### src/inc/mic_pkg.sv
// Purpose: Shared constants for the interrupt controller
// Assumes: 8-bit registers on a 32-bit AXI4-Lite word each
// Notes:   Sources are indexed for priority and vector tables
package mic_pkg;
  localparam int           AXI_AW      = 8;
  localparam logic [7:0]   OFS_EDGE    = 8'h00;
  localparam logic [7:0]   OFS_CTRL0   = 8'h04;
  localparam logic [7:0]   OFS_CTRL1   = 8'h08;
  localparam logic [7:0]   OFS_STD     = 8'h0c;
  localparam logic [7:0]   OFS_PER     = 8'h10;
  localparam logic [7:0]   REG_RST     = 8'h00;
  localparam logic [1:0]   RESP_OKAY   = 2'h0;
  localparam logic [1:0]   RESP_SLVERR = 2'h2;
  // Control register 0 fields
  localparam int           C0_GIE      = 0;
  localparam int           C0_EXT0E    = 1;
  localparam int           C0_MFE      = 2;
  localparam int           C0_EXT0F    = 4;
  localparam int           C0_MFF      = 5;
  // Control register 1 fields
  localparam int           C1_EXT1E    = 2;
  localparam int           C1_ADE      = 3;
  localparam int           C1_EXT1F    = 6;
  localparam int           C1_ADF      = 7;
  // Timer group register fields, {A,P} pairs
  localparam int           TM_EN       = 0;
  localparam int           TM_FLAG     = 4;
  // Edge select field
  localparam int           EDGE_W      = 2;
  localparam logic [1:0]   EDGE_OFF    = 2'h0;
  localparam logic [1:0]   EDGE_RISE   = 2'h1;
  localparam logic [1:0]   EDGE_FALL   = 2'h2;
  localparam logic [1:0]   EDGE_BOTH   = 2'h3;
  // Sources
  localparam int           NSRC        = 5;
  localparam int           SRC_W       = 3;
  localparam logic [2:0]   SRC_EXT0    = 3'h0;
  localparam logic [2:0]   SRC_EXT1    = 3'h1;
  localparam logic [2:0]   SRC_MF0     = 3'h2;
  localparam logic [2:0]   SRC_MF1     = 3'h3;
  localparam logic [2:0]   SRC_ADC     = 3'h4;
  localparam int           PC_W_DEF    = 12;
  // Slot 0 (low bits) is the highest priority
  localparam logic [14:0]  PRIO_DEF    = {3'h4, 3'h3, 3'h2, 3'h1, 3'h0};
  localparam logic [59:0]  VEC_DEF     = {12'h014, 12'h010, 12'h00c, 12'h008, 12'h004};
endpackage

### src/inc/mic_edge_if.sv
// Purpose: Link between controller and one pin edge detector
// Assumes: Same clock on both sides
// Notes:   evt is a one-cycle pulse
`timescale 1ns/1ps
interface mic_edge_if;
  logic [1:0] sel;
  logic       active;
  logic       evt;
  modport ctl (output sel, output active, input evt);
  modport det (input sel, input active, output evt);
endinterface

### src/core/mic_edge_det.sv
// Purpose: Synchronise one pin and detect the selected edge
// Assumes: Pin is asynchronous to clk
// Notes:   One pulse per qualifying edge
`timescale 1ns/1ps
module mic_edge_det
  import mic_pkg::*;
(
  input  wire logic clk,
  input  wire logic rst,
  input  wire logic pin,
  mic_edge_if.det   bus
);
  typedef struct packed {
    logic sync1;
    logic sync2;
    logic prev;
    logic evt;
  } mic_edge_state_t;

  mic_edge_state_t st;
  mic_edge_state_t next_st;
  logic            rise;
  logic            fall;

  always_comb begin
    next_st       = st;
    next_st.sync1 = pin;
    next_st.sync2 = st.sync1;
    next_st.prev  = st.sync2;
    rise          = st.sync2 & ~st.prev;
    fall          = ~st.sync2 & st.prev;
    // Bit 0 of the field picks rising, bit 1 falling
    next_st.evt   = bus.active & ((bus.sel[0] & rise) | (bus.sel[1] & fall));
  end

  always_ff @(posedge clk) begin
    if (rst) begin
      st <= '0;
    end else begin
      st <= next_st;
    end
  end

  assign bus.evt = st.evt;
endmodule

### src/core/mic_irq_ctrl.sv
// Purpose: Interrupt controller with AXI4-Lite registers
// Assumes: Core gives instruction boundaries and stack state
// Notes:   Flags set by hardware win over any clear
// Behaviour
// - Standard timer group register: A flag bit5, P flag bit4, enables bits1/0.
// - Periodic timer group register: same layout, other bits read zero.
// - Flags set on their event whatever the enable says.
// - A flag vectors only when its own enable is one.
// - Global enable at zero suppresses every interrupt.
// - On take, push next PC and load the source vector.
// - Return from interrupt pops the saved PC.
// - Taking any interrupt clears the global enable.
// - Blocked requests stay latched and are served later.
// - Full stack blocks every take until it is popped.
// - Simultaneous enabled requests resolve by fixed priority.
// - Any flag becoming set wakes the device.
// - Pin flag set on the edge chosen by its select field.
// - Pin vectors need global enable, pin enable, stack not full.
// - Pin counts only when function selected and direction is input.
// - Edge select offers rise, fall, both or disabled.
// - Serving a pin interrupt clears that pin flag.
// - Group flag set when any of its timer flags becomes set.
// - Serving a group clears only the group flag and global enable.
// - Converter flag set at conversion end; vectors with both enables.
// - Serving converter clears its flag and the global enable.
// - Edge codes: 00 off, 01 rise, 10 fall, 11 both.
// - Return from interrupt sets global enable again.
// - Group vectors need global, group and timer source enables.
//
// The register addresses and the AXI4-Lite interface to the registers were decided locally.
`timescale 1ns/1ps
module mic_irq_ctrl
  import mic_pkg::*;
#(
  parameter int                     PC_W      = PC_W_DEF,
  parameter logic [NSRC*SRC_W-1:0]  PRIO      = PRIO_DEF,
  parameter logic [NSRC*PC_W-1:0]   VEC_TABLE = VEC_DEF
)
(
  input  wire logic                 clk,
  input  wire logic                 rst,
  input  wire logic [mic_pkg::AXI_AW-1:0] s_axi_awaddr,
  input  wire logic                 s_axi_awvalid,
  output logic                      s_axi_awready,
  input  wire logic [31:0]          s_axi_wdata,
  input  wire logic [3:0]           s_axi_wstrb,
  input  wire logic                 s_axi_wvalid,
  output logic                      s_axi_wready,
  output logic [1:0]                s_axi_bresp,
  output logic                      s_axi_bvalid,
  input  wire logic                 s_axi_bready,
  input  wire logic [mic_pkg::AXI_AW-1:0] s_axi_araddr,
  input  wire logic                 s_axi_arvalid,
  output logic                      s_axi_arready,
  output logic [31:0]               s_axi_rdata,
  output logic [1:0]                s_axi_rresp,
  output logic                      s_axi_rvalid,
  input  wire logic                 s_axi_rready,
  input  wire logic [1:0]           ext_irq_pin,
  input  wire logic [1:0]           pin_func_sel,
  input  wire logic [1:0]           pin_dir_in,
  input  wire logic                 conv_done_evt,
  input  wire logic [1:0]           std_cmp_evt,
  input  wire logic [1:0]           per_cmp_evt,
  input  wire logic                 core_boundary,
  input  wire logic [PC_W-1:0]      core_next_pc,
  input  wire logic                 stack_full,
  input  wire logic                 core_return_from_irq,
  output logic                      irq_take,
  output logic [PC_W-1:0]           irq_vector,
  output logic                      stack_push,
  output logic [PC_W-1:0]           stack_push_pc,
  output logic                      stack_pop,
  output logic                      wake
);
  typedef struct packed {
    logic [3:0]      edge_sel;
    logic            gie;
    logic [1:0]      ext_en;
    logic [1:0]      ext_flag;
    logic [1:0]      mf_en;
    logic [1:0]      mf_flag;
    logic            adc_en;
    logic            adc_flag;
    logic [1:0]      std_en;
    logic [1:0]      std_flag;
    logic [1:0]      per_en;
    logic [1:0]      per_flag;
    logic            bvalid;
    logic [1:0]      bresp;
    logic            rvalid;
    logic [1:0]      rresp;
    logic [7:0]      rdata;
    logic            take;
    logic [2:0]      src;
    logic [PC_W-1:0] vec;
    logic [PC_W-1:0] push_pc;
    logic            pop;
    logic            wake;
  } mic_state_t;

  mic_state_t      st;
  mic_state_t      next_st;
  logic [NSRC-1:0] req;
  logic [2:0]      win;
  logic            any_req;
  logic            grant;
  logic            wr_go;
  logic            rd_go;
  logic [1:0]      ext_evt;
  logic [7:0]      rd_val;
  logic            rd_hit;
  logic [9:0]      old_flags;
  logic [9:0]      new_flags;

  mic_edge_if edge_bus [2] ();

  genvar gi;
  generate
    for (gi = 0; gi < 2; gi++) begin : g_pin
      assign edge_bus[gi].sel    = st.edge_sel[gi*EDGE_W +: EDGE_W];
      assign edge_bus[gi].active = pin_func_sel[gi] & pin_dir_in[gi];
      assign ext_evt[gi]         = edge_bus[gi].evt;
      mic_edge_det u_det (
        .clk (clk),
        .rst (rst),
        .pin (ext_irq_pin[gi]),
        .bus (edge_bus[gi])
      );
    end
  endgenerate

  // Requests that may vector
  always_comb begin
    req           = '0;
    req[SRC_EXT0] = st.ext_flag[0] & st.ext_en[0];
    req[SRC_EXT1] = st.ext_flag[1] & st.ext_en[1];
    req[SRC_MF0]  = st.mf_flag[0] & st.mf_en[0] & |(st.std_flag & st.std_en);
    req[SRC_MF1]  = st.mf_flag[1] & st.mf_en[1] & |(st.per_flag & st.per_en);
    req[SRC_ADC]  = st.adc_flag & st.adc_en;
  end

  // Fixed priority pick, slot 0 wins
  always_comb begin
    win     = '0;
    any_req = |req;
    for (int k = NSRC - 1; k >= 0; k--) begin
      if (req[PRIO[k*SRC_W +: SRC_W]]) begin
        win = PRIO[k*SRC_W +: SRC_W];
      end
    end
  end

  assign grant = core_boundary & st.gie & ~stack_full & any_req;

  // Register readback
  always_comb begin
    rd_val = REG_RST;
    rd_hit = 1'b1;
    case (s_axi_araddr)
      OFS_EDGE: begin
        rd_val = {4'h0, st.edge_sel};
      end
      OFS_CTRL0: begin
        rd_val = {1'b0, st.mf_flag, st.ext_flag[0], st.mf_en, st.ext_en[0], st.gie};
      end
      OFS_CTRL1: begin
        rd_val = {st.adc_flag, st.ext_flag[1], 2'h0, st.adc_en, st.ext_en[1], 2'h0};
      end
      OFS_STD: begin
        rd_val = {2'h0, st.std_flag, 2'h0, st.std_en};
      end
      OFS_PER: begin
        rd_val = {2'h0, st.per_flag, 2'h0, st.per_en};
      end
      default: begin
        rd_hit = 1'b0;
      end
    endcase
  end

  assign wr_go = s_axi_awvalid & s_axi_wvalid & ~st.bvalid;
  assign rd_go = s_axi_arvalid & ~st.rvalid;

  always_comb begin
    next_st      = st;
    next_st.take = 1'b0;
    next_st.pop  = 1'b0;
    // Write channel
    if (st.bvalid && s_axi_bready) begin
      next_st.bvalid = 1'b0;
    end
    if (wr_go) begin
      next_st.bvalid = 1'b1;
      next_st.bresp  = RESP_OKAY;
      case (s_axi_awaddr)
        OFS_EDGE: begin
          if (s_axi_wstrb[0]) begin
            next_st.edge_sel = s_axi_wdata[3:0];
          end
        end
        OFS_CTRL0: begin
          if (s_axi_wstrb[0]) begin
            next_st.gie       = s_axi_wdata[C0_GIE];
            next_st.ext_en[0] = s_axi_wdata[C0_EXT0E];
            next_st.mf_en     = s_axi_wdata[C0_MFE +: 2];
            next_st.ext_flag[0] = s_axi_wdata[C0_EXT0F];
            next_st.mf_flag   = s_axi_wdata[C0_MFF +: 2];
          end
        end
        OFS_CTRL1: begin
          if (s_axi_wstrb[0]) begin
            next_st.ext_en[1]   = s_axi_wdata[C1_EXT1E];
            next_st.adc_en      = s_axi_wdata[C1_ADE];
            next_st.ext_flag[1] = s_axi_wdata[C1_EXT1F];
            next_st.adc_flag    = s_axi_wdata[C1_ADF];
          end
        end
        OFS_STD: begin
          if (s_axi_wstrb[0]) begin
            next_st.std_en   = s_axi_wdata[TM_EN +: 2];
            next_st.std_flag = s_axi_wdata[TM_FLAG +: 2];
          end
        end
        OFS_PER: begin
          if (s_axi_wstrb[0]) begin
            next_st.per_en   = s_axi_wdata[TM_EN +: 2];
            next_st.per_flag = s_axi_wdata[TM_FLAG +: 2];
          end
        end
        default: begin
          next_st.bresp = RESP_SLVERR;
        end
      endcase
    end
    // Read channel
    if (st.rvalid && s_axi_rready) begin
      next_st.rvalid = 1'b0;
    end
    if (rd_go) begin
      next_st.rvalid = 1'b1;
      next_st.rdata  = rd_val;
      next_st.rresp  = rd_hit ? RESP_OKAY : RESP_SLVERR;
    end
    // Return from interrupt
    if (core_return_from_irq) begin
      next_st.pop = 1'b1;
      next_st.gie = 1'b1;
    end
    // Vector the core
    if (grant) begin
      next_st.take    = 1'b1;
      next_st.src     = win;
      next_st.vec     = VEC_TABLE[win*PC_W +: PC_W];
      next_st.push_pc = core_next_pc;
      next_st.gie     = 1'b0;
      case (win)
        SRC_EXT0: begin
          next_st.ext_flag[0] = 1'b0;
        end
        SRC_EXT1: begin
          next_st.ext_flag[1] = 1'b0;
        end
        SRC_MF0: begin
          next_st.mf_flag[0] = 1'b0;
        end
        SRC_MF1: begin
          next_st.mf_flag[1] = 1'b0;
        end
        SRC_ADC: begin
          next_st.adc_flag = 1'b0;
        end
        default: begin
          next_st.take = 1'b0;
        end
      endcase
    end
    // Hardware sets win over every clear
    next_st.ext_flag = next_st.ext_flag | ext_evt;
    next_st.adc_flag = next_st.adc_flag | conv_done_evt;
    next_st.std_flag = next_st.std_flag | std_cmp_evt;
    next_st.per_flag = next_st.per_flag | per_cmp_evt;
    if (|(next_st.std_flag & ~st.std_flag)) begin
      next_st.mf_flag[0] = 1'b1;
    end
    if (|(next_st.per_flag & ~st.per_flag)) begin
      next_st.mf_flag[1] = 1'b1;
    end
    old_flags    = {st.ext_flag, st.mf_flag, st.adc_flag, st.std_flag, st.per_flag, 1'b0};
    new_flags    = {next_st.ext_flag, next_st.mf_flag, next_st.adc_flag,
                    next_st.std_flag, next_st.per_flag, 1'b0};
    next_st.wake = |(new_flags & ~old_flags);
  end

  always_ff @(posedge clk) begin
    if (rst) begin
      st <= '0;
    end else begin
      st <= next_st;
    end
  end

  assign s_axi_awready = wr_go;
  assign s_axi_wready  = wr_go;
  assign s_axi_bvalid  = st.bvalid;
  assign s_axi_bresp   = st.bresp;
  assign s_axi_arready = rd_go;
  assign s_axi_rvalid  = st.rvalid;
  assign s_axi_rresp   = st.rresp;
  assign s_axi_rdata   = {24'h000000, st.rdata};
  assign irq_take      = st.take;
  assign irq_vector    = st.vec;
  assign stack_push    = st.take;
  assign stack_push_pc = st.push_pc;
  assign stack_pop     = st.pop;
  assign wake          = st.wake;
endmodule

### config.mk
export PLATFORM = sky130hd
export DESIGN_NAME = mic_irq_ctrl
export DESIGN_NICKNAME = d
export VERILOG_FILES = /design/src/inc/mic_pkg.sv /design/src/inc/mic_edge_if.sv /design/src/core/mic_edge_det.sv /design/src/core/mic_irq_ctrl.sv
export SDC_FILE = /design/constraint.sdc
export NUM_CORES = 1
export LEC_CHECK = 0
export ABC_CLOCK_PERIOD_IN_PS = 2200
export BUFFER_PORTS_ARGS = -buffer_cell sky130_fd_sc_hd__buf_2
export CORE_MARGIN = 5
export CORE_UTILIZATION = 45
export CTS_BUF_LIST = sky130_fd_sc_hd__clkbuf_8 sky130_fd_sc_hd__clkbuf_16
export DETAILED_ROUTE_END_ITERATION = 8
export HOLD_SLACK_MARGIN = 0.03
export PLACE_DENSITY = 0.78
export SYNTH_ARGS = -nofsm -noshare
export SYNTH_HDL_FRONTEND = slang
export SYNTH_SLANG_ARGS = --single-unit
### constraint.sdc
create_clock -name clk -period 2.2 [get_ports clk]
set_input_delay 0.22 -clock clk [delete_from_list [all_inputs] [get_ports clk]]
set_output_delay 0.22 -clock clk [all_outputs]
set_load 0.1 [all_outputs]
==> results.tsv <==
metric	value	unit
use_met1	20.0	%
routedWlPerCell	13.5	um
drcViolationCount	0	
synth-seq-area-share	37.5	%
die-height	95.0	um
power	2.53	mW
worst_hold_slack	94.6	ps
slowest_stage	or3_1	
finalCritPeriodShare	92.6	%
max-slew-margin-rel	48.0	%
hpwl	6.12	mm
ys.flop_type	dfxtp_1	
cts_made_buffers	9	
final_nets	569	
pre_cts_slack	109	ps
die_area	9030	um2
cap_violations	0	
outcome	finished, final reports clean	
detail_route.wirelength	7.85	mm
irDropWorstVdd	0.326	mV
setup_violations	0	
clkSinkCount	61	
hp-class	input port to flop	
post_cts_resized	0	
design_area	3740	um2
setup_tns	0	ps
clock_path_buffers	2	
syn_area	3250	um2
dp.cells	568	
cts_tree	done	
holdBufCountCts	0	
yosysWarnings	0	
crit_path_cell_trace	a22oi_1 -> a2bb2oi_1 -> nand2b_1 -> inv_1 -> ha_1 -> or3_1 -> a21oi_1 -> nor3_1	
ys_async_sr_fraction	0	%
critPathKind	flop to flop	
synth-seq-cells	61	
antenna_found_initial	0	
grt_max_degree	42	
globalRouteMet3Util	2.76	%
htreeDepth	3	
diodes	0	
core_area	7140	um2
ant_nets	0	
vias	2941	
fmax	0.491	GHz
synth_top_area_cell	dfxtp_1	
dieWidth	95.0	um
synth_common_cells	buf_4 (62), dfxtp_1 (61), nand2_1 (57)	
required	2380	ps
path_clk_slew	60	ps
yosysMostFrequentCell	buf_4	
gr-usage-met2	29.3	%
slew_violations	0	
area_growth	14.8	%
path_max_fanout	3	
skew	4.38	ps
synthTopCellsByArea	dfxtp_1 (38%), buf_4 (14%), nand2_1 (6.6%)	
place_area	3570	um2
grt_remaining_overflow	0	
synth_edf_count	0	
total_leakage_power	1.74	nW
layoutNonFillerInstCount	582	
grt_usage	17.1	%
gp_congestion	0.875	
drt_iter0_drc	257	
crit_buf_inv	1	
yosysUniqueCellTypes	45	
fillers	715	
cp_top_family	compound AO/OA/AOI/OAI gates	
cts_root_buffer	clkbuf_8	
utilization	52.4	%
drive_gt1_share	26.9	%
period_needed	2040	ps
vias_per_cell	5.05	
grt_pass1_wl	12.2	mm
worst_pin_slew	780	ps
initial_utilization	45.6	%
postCtsSetupRepairBufs	0	
critical_path.max_stage_delay	350	ps
syn_area_per_cell	8.06	um2
worst_slack	163	ps
top_usage_layer	met2	
grt_pass1_vias	2727	
placement.io_buffers	91	
synthCells	404	
firstDrtPassIters	5	
ios	154	
synth_top_area_share	37.5	%
rsz0062_at_grt	no	
cp-start-kind	flop	
finalHoldViolCount	0	
cellPowerDensity	677	nW/um2
placementRows	31	
cp.arrival	2220	ps
clock_latency	330	ps
worst_setup_path_end_kind	flop	
-- per-layer routing --
layer | share of wire, % | up-vias
met5 | 0 | -
met4 | 3.7 | 0
met1 | 40 | 1345
met3 | 7.6 | 24
li1 | - | 1434
met2 | 49 | 138
-- worst reg2reg max path, stage by stage, from the launching register on --
cell,delay [ps]
dfxtp_1,320
a22oi_1,240
a2bb2oi_1,270
nand2b_1,200
inv_1,80
ha_1,220
or3_1,350
a21oi_1,150
nor3_1,60
-- flip-flops by register name (all words and copies together) (netlist names), 2 cells and up --
| signal | cells |
|---|---|
| stack_push_pc | 12 |
| st | 10 |
| old_flags | 9 |
| s_axi_rdata | 8 |
| edge_bus.sel | 4 |
| g_pin.u_det.next_st | 4 |
| irq_vector | 3 |
| g_pin.u_det.bus.evt | 2 |
| g_pin.u_det.st | 2 |
-- placed cells by master (no fill, tap or decap), types with 2 or more instances in the layout --
| master | count |
|---|---|
| buf_2 | 91 |
| dfxtp_1 | 59 |
| nand2_1 | 57 |
| a21oi_1 | 38 |
| conb_1 | 35 |
| nor2_1 | 34 |
| mux2i_1 | 19 |
| inv_1 | 16 |
| buf_4 | 14 |
| nand3_1 | 12 |
| clkbuf_8 | 11 |
| nor2b_1 | 10 |
| o21ai_0 | 8 |
| a22oi_1 | 7 |
| o22ai_1 | 6 |
| nor3_1 | 6 |
| a211oi_1 | 5 |
| nand2b_1 | 4 |
| a31oi_1 | 4 |
| ha_1 | 4 |
| and2_1 | 3 |
| nand4_1 | 3 |
| or3_1 | 3 |
| nand4b_1 | 2 |
| and3b_1 | 2 |
| and3_1 | 2 |
| a21o_1 | 2 |
| a21oi_2 | 2 |
| and4b_1 | 2 |
| clkinv_2 | 2 |
| dfxtp_2 | 2 |
-- path summary, 6_finish.rpt --
check,slack [ps],depth (start not counted),start,endpoint
setup / recovery,160,8,st[46],irq_take
hold / removal,90,2,ext_irq_pin[1],g_pin[1].u_det.next_st[2]
setup reg to reg,160,8,st[46],irq_take
hold reg to reg,440,1,g_pin[1].u_det.next_st[2],g_pin[1].u_det.next_st[1]
-- report_power, final --
part	switching (mW)	total (mW)	internal (mW)
Sequential	0.0146	1.14	1.13
Clock	0.389	0.838	0.449
Combinational	0.452	0.547	0.0954
Total	0.856	2.53	1.67
-- cell families after synthesis --
group	synth area share (%)
flip-flops	37.5
AND/OR/NAND/NOR	21.4
buffers and inverters	17.8
adder cells (fa/ha/maj)	1.54
multiplexers	6.19
AO/OA/AOI/OAI	15.5
other	0.115
-- layout make-up --
cell class / instances / area, um2 / share of cell area [%]
Clock buffer: 11 / 151 / 4.05
Clock inverter: 3 / 13.8 / 0.368
Inverter: 15 / 56.3 / 1.51
Multi-Input combinational cell: 287 / 1590 / 42.5
Sequential cell: 61 / 1220 / 32.7
Tap cell: 99 / 124 / 3.31
Timing Repair Buffer: 106 / 581 / 15.5
Note: power is estimated with default switching activity, not from simulation.
